===== config.mk =====
export PLATFORM = sky130hd
export DESIGN_NAME = imsc_interrupt_mask_set_clear
export DESIGN_NICKNAME = d
export VERILOG_FILES = /design/src/core/imsc_sync2.v /design/src/core/imsc_sticky.v /design/src/core/imsc_interrupt_mask_set_clear.v
export VERILOG_INCLUDE_DIRS = /design/src /design/src/core
export SDC_FILE = /design/constraint.sdc
export NUM_CORES = 1
export LEC_CHECK = 0
export BUFFER_PORTS_ARGS = -buffer_cell sky130_fd_sc_hd__clkbuf_2
export CORE_MARGIN = 2
export CORE_UTILIZATION = 25
export DETAILED_ROUTE_END_ITERATION = 10
export GPL_TIMING_DRIVEN = 0
export HOLD_SLACK_MARGIN = 0.05
export SLEW_MARGIN = 40
export SYNTH_ARGS = -nofsm -noshare
export SYNTH_HDL_FRONTEND = slang
export SYNTH_SLANG_ARGS = --single-unit

===== constraint.sdc =====
create_clock -name sys_clk -period 2 [get_ports sys_clk]
set_input_delay 0 -clock sys_clk [delete_from_list [all_inputs] [get_ports sys_clk]]
set_output_delay 0 -clock sys_clk [all_outputs]
set_load 0.005 [all_outputs]

===== src/core/imsc_map.vh =====
`ifndef IMSC_MAP_VH
`define IMSC_MAP_VH
// register byte offsets
`define IMSC_OFS_RAW        12'h000
`define IMSC_OFS_MASKED     12'h004
`define IMSC_OFS_EN_SET     12'h008
`define IMSC_OFS_EN_CLEAR   12'h00c
`define IMSC_OFS_EVT_STAT   12'h010
`define IMSC_OFS_EVT_CLEAR  12'h014
`define IMSC_OFS_EVT_ENABLE 12'h018
`define IMSC_OFS_WAIT_CFG   12'h01c
// field positions and source count
`define IMSC_BIT_TIMEOUT    0
`define IMSC_BIT_LINE_TRAP  1
`define IMSC_BIT_WAIT_RISE  2
`define IMSC_NUM_SRC        3
`define IMSC_BIT_CFG_WAIT   0
// reset values and address width
`define IMSC_EN_RESET       3'h0
`define IMSC_ZERO32         32'h00000000
`define IMSC_ADDR_W         12
`endif


===== src/core/imsc_sync2.v =====
`timescale 1ns/1ns
`default_nettype none
// two-flop synchroniser for one level
module imsc_sync2 (
  input  wire sys_clk,
  input  wire reset_n,
  input  wire asyncIn,
  output wire syncOut
);
  reg stage1;
  reg stage2;

  always @(posedge sys_clk or negedge reset_n) begin
    if (!reset_n) begin
      stage1 <= 1'b0;
      stage2 <= 1'b0;
    end else begin
      stage1 <= asyncIn;
      stage2 <= stage1;
    end
  end

  assign syncOut = stage2;
endmodule
`default_nettype wire


===== src/core/imsc_sticky.v =====
`timescale 1ns/1ns
`default_nettype none
// sticky event bit: set wins over a same-cycle clear
module imsc_sticky (
  input  wire sys_clk,
  input  wire reset_n,
  input  wire setPulse,
  input  wire clearPulse,
  output reg  flag
);
  always @(posedge sys_clk or negedge reset_n) begin
    if (!reset_n) begin
      flag <= 1'b0;
    end else if (setPulse) begin
      flag <= 1'b1;
    end else if (clearPulse) begin
      flag <= 1'b0;
    end
  end
endmodule
`default_nettype wire


===== src/core/imsc_interrupt_mask_set_clear.v =====
`timescale 1ns/1ns
`default_nettype none
`include "imsc_map.vh"

module imsc_interrupt_mask_set_clear (
  input  wire        sys_clk,
  input  wire        reset_n,
  input  wire        psel,
  input  wire        penable,
  input  wire        pwrite,
  input  wire [11:0] paddr,
  input  wire [31:0] pwdata,
  output wire        pready,
  output reg  [31:0] prdata,
  output wire        pslverr,
  input  wire        hasWaitPin,
  input  wire        timeoutEvent,
  input  wire        lineTrapEvent,
  input  wire        waitRiseEvent,
  input  wire        externalWaitPin,
  output wire [2:0]  maskedStatus,
  output wire        timeoutMaskedStatus,
  output wire        maskedIrq,
  output wire        irq
);
  reg  [2:0]  enable;
  reg  [2:0]  evtEnable;
  reg         waitRiseOnPin;
  reg         waitPrev;
  wire        strapSync;
  wire [2:0]  rawFlag;
  wire [2:0]  setEvt;
  wire [2:0]  evtFlag;
  wire        waitSync;
  wire        waitRiseDet;
  wire        writeAcc;
  wire        regsLive;
  reg  [31:0] readMux;
  reg         addrHit;

  function is_offset;
    input [11:0] addr;
    input [11:0] ofs;
    begin
      is_offset = (addr == ofs);
    end
  endfunction

  // zero-wait slave: every access completes in its first access cycle
  assign pready   = 1'b1;
  assign pslverr  = psel & penable & ~addrHit;
  assign writeAcc = psel & penable & pwrite & addrHit;

  // the variant strap is meant to be tied, but it is a pin all the same:
  // it passes a synchroniser, so it takes effect two cycles after reset
  imsc_sync2 u_strapSync (
    .sys_clk (sys_clk),
    .reset_n (reset_n),
    .asyncIn (hasWaitPin),
    .syncOut (strapSync)
  );

  assign regsLive = strapSync;

  imsc_sync2 u_waitSync (
    .sys_clk (sys_clk),
    .reset_n (reset_n),
    .asyncIn (externalWaitPin),
    .syncOut (waitSync)
  );

  always @(posedge sys_clk or negedge reset_n) begin
    if (!reset_n) begin
      waitPrev <= 1'b0;
    end else begin
      waitPrev <= waitSync;
    end
  end

  assign waitRiseDet = waitSync & ~waitPrev & waitRiseOnPin;

  // raw flags: pin-derived wait-rise optional, external pulses otherwise
  assign setEvt[`IMSC_BIT_TIMEOUT]   = timeoutEvent;
  assign setEvt[`IMSC_BIT_LINE_TRAP] = lineTrapEvent;
  assign setEvt[`IMSC_BIT_WAIT_RISE] = waitRiseEvent | waitRiseDet;

  genvar g;
  generate
    for (g = 0; g < `IMSC_NUM_SRC; g = g + 1) begin : g_src
      imsc_sticky u_raw (
        .sys_clk    (sys_clk),
        .reset_n    (reset_n),
        .setPulse   (setEvt[g]),
        .clearPulse (writeAcc &
                     is_offset(paddr, `IMSC_OFS_RAW) & pwdata[g]),
        .flag       (rawFlag[g])
      );
      imsc_sticky u_evt (
        .sys_clk    (sys_clk),
        .reset_n    (reset_n),
        .setPulse   (setEvt[g]),
        .clearPulse (writeAcc &
                     is_offset(paddr, `IMSC_OFS_EVT_CLEAR) & pwdata[g]),
        .flag       (evtFlag[g])
      );
    end
  endgenerate

  // set/clear pair share one enable; a write of 0 leaves it alone
  always @(posedge sys_clk or negedge reset_n) begin
    if (!reset_n) begin
      enable <= `IMSC_EN_RESET;
    end else if (writeAcc && regsLive) begin
      if (is_offset(paddr, `IMSC_OFS_EN_SET)) begin
        enable <= enable | pwdata[2:0];
      end else if (is_offset(paddr, `IMSC_OFS_EN_CLEAR)) begin
        enable <= enable & ~pwdata[2:0];
      end
    end
  end

  always @(posedge sys_clk or negedge reset_n) begin
    if (!reset_n) begin
      evtEnable     <= `IMSC_EN_RESET;
      waitRiseOnPin <= 1'b0;
    end else if (writeAcc) begin
      if (is_offset(paddr, `IMSC_OFS_EVT_ENABLE)) begin
        evtEnable <= pwdata[2:0];
      end
      if (is_offset(paddr, `IMSC_OFS_WAIT_CFG)) begin
        waitRiseOnPin <= pwdata[`IMSC_BIT_CFG_WAIT];
      end
    end
  end

  assign maskedStatus        = rawFlag & enable;
  assign timeoutMaskedStatus = maskedStatus[`IMSC_BIT_TIMEOUT];
  assign maskedIrq           = |maskedStatus;
  assign irq                 = |(evtFlag & evtEnable);

  always @* begin
    addrHit = 1'b1;
    readMux = `IMSC_ZERO32;
    case (paddr)
      `IMSC_OFS_RAW:        readMux[2:0] = rawFlag;
      `IMSC_OFS_MASKED:     readMux[2:0] = maskedStatus;
      `IMSC_OFS_EN_SET:     readMux[2:0] = regsLive ? enable : 3'h0;
      `IMSC_OFS_EN_CLEAR:   readMux[2:0] = regsLive ? enable : 3'h0;
      `IMSC_OFS_EVT_STAT:   readMux[2:0] = evtFlag;
      `IMSC_OFS_EVT_CLEAR:  readMux[2:0] = 3'h0;
      `IMSC_OFS_EVT_ENABLE: readMux[2:0] = evtEnable;
      `IMSC_OFS_WAIT_CFG:   readMux[`IMSC_BIT_CFG_WAIT] = waitRiseOnPin;
      default:              addrHit      = 1'b0;
    endcase
  end

  // read data registered in the setup cycle so it is stable in access
  always @(posedge sys_clk or negedge reset_n) begin
    if (!reset_n) begin
      prdata <= `IMSC_ZERO32;
    end else if (psel && !penable && !pwrite) begin
      prdata <= readMux;
    end
  end
endmodule
`default_nettype wire


# [Word-level counts from Yosys, hierarchy flattened]
# Cells that the tools add are included.
[op_classes] shifts=0 n_mux=18 eq_ne=7 n_reduce_logical=20 n_bitwise=22 div=0 n_lt_le_gt_ge=0 multipliers=0 n_addsub=0
[op_table] operator="== test 12 x 5 -> 1 bit, second input constant" n=4
[op_table] operator="== test 12 x 4 -> 1 bit, second input constant" n=2
[op_table] operator="AND 1 bit" n=14
[op_table] operator="nonzero test 2 bit" n=7
[op_table] operator="two-way mux 1 bit" n=13
[op_table] operator="== test 12 x 3 -> 1 bit, second input constant" n=1
[op_table] operator="logical NOT 12 bit" n=1
[op_table] operator="one-hot mux 2 bit (5 select lines)" n=1
[op_table] operator="AND 3 bit" n=3
[op_table] operator="two-way mux 3 bit" n=3
[op_table] operator="OR reduction 8 bit" n=1
[op_table] operator="one-hot mux 1 bit (6 select lines)" n=1
[op_table] operator="AND reduction 2 bit" n=3
[op_table] operator="OR reduction 3 bit" n=2
[op_table] operator="logical AND 1 bit" n=3
[op_table] operator="NOT 3 bit" n=1
[op_table] operator="bitwise OR 3 bit" n=1
[op_table] operator="logical NOT 1 bit" n=2
[op_table] operator="NOT 1 bit" n=2
[op_table] operator="OR reduction 2 bit" n=1
[op_table] operator="bitwise OR 1 bit" n=1
[totals] n_memories=0 mem_bits_rw=0 out_inout_bits=40 mem_bits_ro=0 wordCells=82 input_bits=54 reg_bits=21 latch_bits=0

# [Depth between registers and ports, before layout]
# Gate-level depths: netlist of run 1.
[logic_depth] depth_word=8 ltp_mapped=5 depth_no_buf=4

# [Hierarchy]
# A second synthesis of run 1 with hierarchy kept.
[unflattened] hier_cells=142 hier_area_um2=1366.3
[modules_own_cells] module="imsc_interrupt_mask_set_clear" seq_area_each_um2=275.3 cells_each=120 area_each_um2=1048.5 n_inst=1
[modules_own_cells] module="imsc_sticky" seq_area_each_um2=25.0 cells_each=3 area_each_um2=36.3 n_inst=6
[modules_own_cells] module="imsc_sync2" seq_area_each_um2=50.0 cells_each=2 area_each_um2=50.0 n_inst=2

# [Least setup slack after synthesis of run 1]
# No wires, ideal clock.
[synth_path] path_type="input to register" from="input port paddr[9]" to="register waitRiseOnPin" n_path_buf=1 arrival_ns=1.402 setup_time_ns=0.125 path_stages=5 path_slack_ns=0.473 path_cell_list="or4_4 > nor4_4 > buf_6 > nand3_2 > mux2_4"
[synth_between] elab_chain_cells=5
[synth_rtl] element="from (decl)" line_no="imsc_interrupt_mask_set_clear.v:11" rtl="input wire [11:0] paddr,"
[synth_rtl] element="== test 12 x 5 -> 1 bit (tied with other cells)" line_no="imsc_interrupt_mask_set_clear.v:144" rtl="case (paddr)"
[synth_rtl] element="OR reduction 8 bit (no source line)"
[synth_rtl] element="two-way mux 1 bit" line_no="imsc_interrupt_mask_set_clear.v:144"
[synth_rtl] element="AND 1 bit" line_no="imsc_interrupt_mask_set_clear.v:52" rtl="assign writeAcc = psel & penable & pwrite & addrHit;"
[synth_rtl] element="AND reduction 2 bit (no source line) (*)"
[synth_rtl] element="to (signal assigned)" line_no="imsc_interrupt_mask_set_clear.v:131" rtl="waitRiseOnPin <= pwdata[`IMSC_BIT_CFG_WAIT];"
[synth_rtl] element="to (decl)" line_no="imsc_interrupt_mask_set_clear.v:28" rtl="reg waitRiseOnPin;"
# Mark *: on every way between the ends. The rest lies on a longest branch, timed or not.
# A chain may end at the register's enable or synchronous reset.

# [Final worst setup path of run 1]
# Same ends and word-level chain as after synthesis.

==> results of run 1 <==
==> synth_stat cells (2+ instances only) <==
master	number
nand4_1	10
nand2_1	6
buf_4	31
nor2_1	6
mux2_2	7
o21ai_0	2
nand2b_1	3
conb_1	2
dfrtp_1	21
o22a_1	2
clkbuf_1	3
and2_1	3
nor3_1	2
inv_1	5
a31oi_1	2
a21o_1	6
mux2i_1	2
and3_1	4
==> worst paths after layout <==
check	startpoint	to	slack (ns)	cells past startpoint
worst max-delay path	paddr[9]	waitRiseOnPin$_DFFE_PN0P_	0.53	6
worst min-delay path	pwdata[2]	evtEnable[2]$_DFFE_PN0P_	0.05	2
worst max register to register	g_src[0].u_raw.flag$_DFFE_PN0P_	prdata[0]$_DFFE_PN0P_	0.65	4
worst min register to register	u_waitSync.stage1$_DFF_PN0_	u_waitSync.syncOut$_DFF_PN0_	0.35	0
max in group asynchronous	reset_n	prdata[1]$_DFFE_PN0P_	1.42	2
min in group asynchronous	reset_n	g_src[0].u_evt.flag$_DFFE_PN0P_	0.24	2
==> stage by stage <==
stage                     total power, mW  hold slack, ns  worst slack (ns)  instance area (um2)  utilization
after floorplan                     0.528          -0.296             0.473                 1440            -
after global placement              0.574        -0.00382             0.257                 1690        0.330
after detailed placement            0.575        0.000957             0.258                 1690        0.330
after CTS                           0.866          0.0535             0.523                 1820        0.354
after global routing                0.900          0.0627             0.458                 1820        0.354
final                               0.861          0.0463             0.529                 1820        0.354
==> cells by family after synthesis <==
group / Yosys count / synth area share
and+or+nand+nor: 43 / 0.206
DFF: 21 / 0.393
muxes: 10 / 0.0852
AOI/OAI and AO/OA: 18 / 0.101
buffers and inverters: 41 / 0.209
other: 2 / 0.00562
==> layout make-up <==
cell class | instances | area, um2
well taps | 70 | 87.6
flip-flops and latches | 21 | 526
plain buffers | 36 | 260
fillers | 555 | 3320
clock buffers | 3 | 41.3
inverters | 5 | 18.8
multi-input cells | 101 | 637
clock inverters | 1 | 5.00
repair buffers | 41 | 245
==> power groups by stage <==
stage	Clock [mW]	Combinational, mW	Sequential [mW]
final	0.280	0.149	0.432
after global routing	0.302	0.166	0.432
after CTS	0.286	0.148	0.432
after detailed placement	0	0.135	0.440
after global placement	0	0.134	0.440
after floorplan	0	0.0889	0.439
==> per-layer routing <==
| layer | up-vias | GRT usage | wire length, um |
|---|---|---|---|
| met3 | 2 | 0.0141 | 136 |
| met1 | 490 | 0.136 | 1320 |
| met4 | 0 | 0.0268 | 25 |
| li1 | 558 | - | - |
| met5 | - | 0 | 0 |
| met2 | 35 | 0.152 | 1310 |
==> flow_summary.yaml, run 1 <==
worst_setup_path:
  cp_cell_sequence: "clkbuf_2 > or4_4 > nor4_4 > buf_6 > nand3_2 > mux2_4"
  startpoint_type: "primary input"
  critPathBufInv: 2
  cp.required_ns: 2.15
  crit_type: "primary input to flip-flop"
  crit_family: "simple AND/OR/NAND/NOR gates"
  worstPathArrival_ns: 1.62
  crit_path_max_incr_delay_ns: 0.53
  cp_max_fo: 10
  cp_slowest_cell: "or4_4"
  end_kind: "flip-flop"
floorplan:
  die_y_um: 77.1
  dieArea_mm2: 0.00595
  core_mm2: 0.00514
  ios: 94
  rows: 26
  start_util: 0.260
  dieWidth_um: 77.1
drt:
  dr.pass1.iters: 4
  drc: 0
  vias_per_cell: 3.90
  avgRoutedWirePerCell_um: 10.0
  drt_iter0_markers: 26
  vias: 1085
  routed_wl_mm: 2.79
  ant_nets: 0
power_and_ir_drop:
  pwr-share-comb: 0.173
  irDropWorstVdd_uv: 346
  power.density_mw_per_mm2: 473
  leakagePower_nw: 0.946
  p_seq_frac: 0.502
  swShare: 0.249
  p_switching_mw: 0.214
  intPower_mw: 0.647
  p_clk_frac: 0.326
global_route:
  antenna_found_initial: 0
  grt_pass1_wl_mm: 4.63
  grt.total_usage: 0.0959
  grt_pass1_vias: 979
  grt_max_degree: 22
  grt_overflow: 0
cts:
  ctsLongestPathBuffers: 2
  post-cts-setup-buffers: 0
  clkSinkCount: 21
  htreeDepth: 1
  cts-root-buf: "clkbuf_8"
  ctsHoldBuffers: 8
  path_clk_slew_ns: 0.08
  cts_resized: 0
  cts_tree: "built"
  cts_buffers: 3
  clk_latency_ns: 0.26
sta:
  period_minus_slack_ns: 1.47
  setup_viol: 0
  fin_tns_setup_ns: 0
  relSlewSlack: 0.657
  fin_skew_ns: 0.00145
  rsz0062_at_grt: "false"
  finalCritPeriodShare: 0.735
  worst_slew_pin_slew_ns: 0.514
  hold_violations: 0
  max_freq_mhz: 680
  drv_slew: 0
logic_synthesis:
  synth_largest_area_cell: "dfrtp_1"
  synth-edff-count: 0
  yosysUniqueCellTypes: 36
  syn_area_mm2: 0.00134
  synth_top_area_share: 0.393
  synth.area.top_cells: "dfrtp_1 39%, buf_4 17%, mux2_2 5.9%"
  async_reset_ff_frac: 1.00
  synth-main-ff-cell: "dfrtp_1"
  synth.avg_cell_area_um2: 9.90
  synth-seq-area-share: 0.393
  synth-seq-cells: 21
  yosys_warnings: 0
  syn_inst: 135
min_path:
  hp-class: "primary input to flip-flop"
layout:
  final_nets: 263
  final_common_cell: "clkbuf_2"
  final_cell_mix: "33 x clkbuf_2, 31 x buf_4, 30 x conb_1, 21 x dfrtp_1, 10 x nand4_1"
  drive_gt1_frac: 0.404
  finalNonFillerCells: 278
  syn2layout_area_growth_pct: 36.2
  diodes: 0
placed_design:
  port_buffers: 33
  dpl.cell_count: 266
  routabilityCongestion: 0.819
  dp_hpwl_mm: 2.26
run:
  timing.max_cap.violations: 0
status:
  status: "complete, no violations"
Power figures use the tool's default switching activity.
==> inputs of run 2 (changes only) <==
==> constraint.sdc (replaced) <==
create_clock -name sys_clk -period 1.2 [get_ports sys_clk]
set_input_delay 0 -clock sys_clk [delete_from_list [all_inputs] [get_ports sys_clk]]
set_output_delay 0 -clock sys_clk [all_outputs]
set_load 0.005 [all_outputs]
==> run 2 against run 1 <==
The flow now finishes with violations (setup timing); power is 69% higher; sequential power is 66% higher; via count is 3.9% higher; critical path depth stayed put; final area is 3.9% higher; first-iteration DRC count is 130% higher; sequential share of layout area is 1.1 points lower; clock-buffer cell count stayed put; register-to-register slack worse by 0.71 ns; largest power group unchanged; highest routed layer unchanged.
==> flow_summary.yaml, run 2 (synthesis gave the netlist of run 1 again) <==
drt:
  drc: 0
  ant_nets: 0
  dr.pass1.iters: 5
  vias: 1127
  vias_per_cell: 3.98
  drt_iter0_markers: 61
  avgRoutedWirePerCell_um: 10.2
  routed_wl_mm: 2.88
cts:
  htreeDepth: 1
  cts-root-buf: "clkbuf_8"
  clkSinkCount: 21
  cts_tree: "built"
  path_clk_slew_ns: 0.08
  ctsLongestPathBuffers: 2
  cts_buffers: 3
  clk_latency_ns: 0.26
sta:
  hold_violations: 0
  fin_skew_ns: 0.00359
  relSlewSlack: 0.642
  rsz0062_at_grt: "true"
  worst_slew_pin_slew_ns: 0.537
  setup_viol: 10
  drv_slew: 0
  period_minus_slack_ns: 1.35
  setup_slack_ns: -0.147
  finalCritPeriodShare: 1.12
  fin_tns_setup_ns: -0.965
  max_freq_mhz: 742
status:
  violations: "setup timing"
  status: "finished, violations left"
placed_design:
  dp_hpwl_mm: 2.28
  port_buffers: 33
  routabilityCongestion: 0.813
worst_setup_path:
  cp_max_fo: 5
  startpoint_type: "primary input"
  cp.required_ns: 1.36
  crit_type: "primary input to flip-flop"
  end_kind: "flip-flop"
  worstPathArrival_ns: 1.51
power_and_ir_drop:
  swShare: 0.257
  intPower_mw: 1.08
  p_total_mw: 1.46
  p_switching_mw: 0.375
  p_seq_frac: 0.493
  leakagePower_nw: 0.975
  pwr-share-comb: 0.174
  power.density_mw_per_mm2: 771
  irDropWorstVdd_uv: 617
  p_clk_frac: 0.333
min_path:
  hp-class: "primary input to flip-flop"
layout:
  multi_input_area_um2: 669
  ff_latch_area_um2: 526
  drive_gt1_frac: 0.437
  final_cell_mix: "36 x buf_4, 33 x clkbuf_2, 30 x conb_1, 21 x dfrtp_1, 10 x nand4_1"
  diodes: 0
  final_common_cell: "buf_4"
  final_nets: 268
  fill_cells: 530
  syn2layout_area_growth_pct: 41.6
floorplan:
  ios: 94
  die_y_um: 77.1
  rows: 26
  core_mm2: 0.00514
  start_util: 0.260
  dieArea_mm2: 0.00595
  dieWidth_um: 77.1
global_route:
  grt.total_usage: 0.0983
  grt_pass1_vias: 996
  antenna_found_initial: 0
  grt_max_degree: 22
  grt_pass1_wl_mm: 4.73
  grt_overflow: 0
run:
  timing.max_cap.violations: 0
[run 2: changes by cell type in the layout (fill, tap and decap cells not counted), sizes merged]
cell         previous run  this run
buf                    33        37
clkinvlp                0         1
clkinv                  1         0
dlygate4sd3             8         9
[run 2: routing by layer]
layer,track usage,up-vias,share of wire
li1,-,571,-
met5,0,-,0
met1,0.130,498,0.47
met3,0.0353,2,0.11
met4,0.0232,0,0.0031
met2,0.154,56,0.42
[run 2: timing repair]
action                                 4_1_cts  5_1_grt
cloned                                       0        0
pin swaps                                    4        6
hold buffers                                 9        0
setup endpoints to repair                   19       19
buffers inserted                             4        1
endpoints found under the hold margin       33        0
gates resized for setup                      6        2
[run 2: stage by stage]
stage | area [um2] | utilization | worst slack (ns) | hold WS (ns) | cells
after floorplan | 1440 | - | -0.326 | -0.296 | 163
after global placement | 1690 | 0.330 | -0.536 | 0.00405 | 266
after detailed placement | 1690 | 0.330 | -0.551 | 0.00407 | 266
after CTS | 1880 | 0.366 | -0.227 | 0.0508 | 282
after global routing | 1890 | 0.368 | -0.196 | 0.0679 | 283
final | 1890 | 0.368 | -0.147 | 0.0620 | 283
[run 2: critical path: stages]
cell and delay, ns:
clkbuf_2 0.08, or4_4 0.53, nor4_4 0.24, buf_4 0.19, nand4_4 0.13, mux2_4 0.33
[run 2: cell type report]
cell class,count,share of cell area
multi-input cells,101,0.354
clock buffers,3,0.0218
repair buffers,47,0.155
inverters,5,0.00992
well taps,70,0.0463
flip-flops and latches,21,0.278
clock inverters,1,0.00397
plain buffers,35,0.132
[run 2: worst paths after layout]
path | slack [ns] | end | depth (start not counted) | from
hold reg to reg | 0.35 | u_waitSync.syncOut$_DFF_PN0_ | 0 | u_waitSync.stage1$_DFF_PN0_
setup / recovery | -0.15 | evtEnable[1]$_DFFE_PN0P_ | 6 | paddr[9]
setup reg to reg | -0.06 | prdata[0]$_DFFE_PN0P_ | 4 | g_src[0].u_raw.flag$_DFFE_PN0P_
max in group asynchronous | 0.60 | prdata[1]$_DFFE_PN0P_ | 2 | reset_n
hold / removal | 0.06 | evtEnable[0]$_DFFE_PN0P_ | 2 | pwdata[0]
min in group asynchronous | 0.24 | g_src[0].u_raw.flag$_DFFE_PN0P_ | 2 | reset_n
[run 2: power groups by stage]
stage,combinational (mW),sequential (mW),clock [mW]
6_report,0.254,0.719,0.486
5_1_grt,0.281,0.721,0.539
4_1_cts,0.251,0.719,0.505
3_5_place_dp,0.225,0.733,0
3_3_place_gp,0.224,0.733,0
2_1_floorplan,0.148,0.732,0
==> inputs of run 3 (changes only) <==
--- a/config.mk
+++ b/config.mk
@@ -9,9 +9,11 @@
 export BUFFER_PORTS_ARGS = -buffer_cell sky130_fd_sc_hd__clkbuf_2
 export CORE_MARGIN = 2
 export CORE_UTILIZATION = 25
+export CTS_BUF_LIST = sky130_fd_sc_hd__clkbuf_16
 export DETAILED_ROUTE_END_ITERATION = 10
 export GPL_TIMING_DRIVEN = 0
 export HOLD_SLACK_MARGIN = 0.05
+export SKIP_CTS_REPAIR_TIMING = 1
 export SLEW_MARGIN = 40
 export SYNTH_ARGS = -nofsm -noshare
 export SYNTH_HDL_FRONTEND = slang
==> run 3 against run 2 <==
The flow still finishes with violations (setup timing); register-to-register slack got worse by 0.05 ns; die area did not move; flip-flop and latch count did not move; global-route usage rose by 0.099 points; critical path type unchanged; fmax fell by 4.0%; combinational power fell by 3%; via count fell by 3.2%; largest power group is now clock; final area fell by 0.73%; sequential power barely moved; wire length fell by 0.17%.
==> flow_summary.yaml, run 3 (synthesis gave the netlist of run 1 again) <==
placed_design:
  dp_hpwl_mm: 2.28
  dpl.cell_count: 266
  dpl_worst_slack_ns: -0.551
  dpl-instance-area_mm2: 0.00169
  routabilityCongestion: 0.813
  port_buffers: 33
drt:
  drc: 0
  avgRoutedWirePerCell_um: 10.4
  vias_per_cell: 3.92
  ant_nets: 0
  routed_wl_mm: 2.88
  dr.pass1.iters: 4
  drt_iter0_markers: 41
  vias: 1091
floorplan:
  start_util: 0.260
  dieArea_mm2: 0.00595
  dieWidth_um: 77.1
  rows: 26
  core_mm2: 0.00514
  die_y_um: 77.1
  ios: 94
worst_setup_path:
  r2r_cells: 4
  cp_max_fo: 5
  cp_cell_sequence: "clkbuf_2 > or4_4 > nor4_4 > buf_4 > nand4_4 > mux2_4"
  crit_family: "simple AND/OR/NAND/NOR gates"
  timing.rr.start: "g_src[0].u_raw.flag$_DFFE_PN0P_"
  end_kind: "flip-flop"
  worstPathArrival_ns: 1.55
  r2r_slack_ns: -0.11
  r2r-end: "prdata[0]$_DFFE_PN0P_"
  startpoint_type: "primary input"
  crit_path_max_incr_delay_ns: 0.53
  cp.required_ns: 1.35
  cp_slowest_cell: "or4_4"
  critPathBufInv: 2
  critical_path_depth: 6
  crit_type: "primary input to flip-flop"
cts:
  clkSinkCount: 21
  path_clk_slew_ns: 0.06
  cts-root-buf: "clkbuf_16"
  cts_tree: "built"
  ctsLongestPathBuffers: 2
  clk_latency_ns: 0.26
  htreeDepth: 1
  cts_buffers: 3
layout:
  fill_cells: 532
  diodes: 0
  stdcell_area_mm2: 0.00188
  multi_input_area_um2: 667
  utilization: 0.365
  ff_latch_area_um2: 526
  drive_gt1_frac: 0.433
  final_cell_mix: "34 x buf_4, 33 x clkbuf_2, 30 x conb_1, 21 x dfrtp_1, 10 x nand4_1"
  final_nets: 263
  finalNonFillerCells: 278
  final_common_cell: "buf_4"
  syn2layout_area_growth_pct: 40.5
min_path:
  min_path_cells: 3
  hp-class: "primary input to flip-flop"
  min_from: "psel"
  min_to: "prdata[1]$_DFFE_PN0P_"
power_and_ir_drop:
  p_total_mw: 1.70
  power.density_mw_per_mm2: 906
  leakagePower_nw: 0.968
  irDropWorstVdd_uv: 961
sta:
  max_freq_mhz: 712
  worst_slew_pin_slew_ns: 0.533
  fin_skew_ns: 0.00194
  setup_slack_ns: -0.204
  setup_viol: 16
  fin_tns_setup_ns: -1.49
  drv_slew: 0
  period_minus_slack_ns: 1.40
  hold_violations: 0
  relSlewSlack: 0.644
  finalCritPeriodShare: 1.17
  rsz0062_at_grt: "true"
  hold_ws_ns: 0.0472
run:
  timing.max_cap.violations: 0
status:
  violations: "setup timing"
  status: "finished, violations left"
global_route:
  grt.total_usage: 0.0993
  grt_pass1_wl_mm: 4.71
  grt_overflow: 0
  antenna_found_initial: 0
  grt_pass1_vias: 981
  grt_max_degree: 22
[run 3: cell count changes in the layout (fill, tap and decap cells not counted), sizes merged]
cell and change:
dlygate4sd3 -3, buf -2
[run 3: metal layers]
layer / vias up / routed length [um] / GRT usage
li1: 562 / - / -
met1: 469 / 1350 / 0.131
met2: 56 / 1150 / 0.147
met3: 4 / 345 / 0.0400
met4: 0 / 40 / 0.0339
met5: - / 0 / 0
[run 3: report_power, final]
part           total, mW  internal, mW  switching (mW)  leakage [nW]
Sequential         0.720         0.717         0.00361         0.251
Combinational      0.246         0.127           0.119         0.681
Clock              0.734         0.452           0.282        0.0371
Total               1.70          1.30           0.405         0.968
[run 3: worst min-delay path, delay by kind of cell]
family,cells,cell delay (ns)
buf+inv,1,0.10
simple gates,1,0.10
compound gates,1,0.06
[run 3: worst max-delay path by stage]
stage | from | end
final | paddr[9] | evtEnable[0]$_DFFE_PN0P_
after global routing | paddr[9] | evtEnable[0]$_DFFE_PN0P_
after CTS | paddr[9] | waitRiseOnPin$_DFFE_PN0P_
after detailed placement | paddr[9] | waitRiseOnPin$_DFFE_PN0P_
after global placement | paddr[9] | waitRiseOnPin$_DFFE_PN0P_
after floorplan | paddr[9] | waitRiseOnPin$_DFFE_PN0P_
[run 3: layout make-up]
class	count	share of cell area
flip-flops and latches	21	0.280
inverters	5	0.00999
clock inverters	1	0.00400
well taps	70	0.0466
multi-input cells	101	0.355
repair buffers	42	0.132
plain buffers	35	0.133
clock buffers	3	0.0400
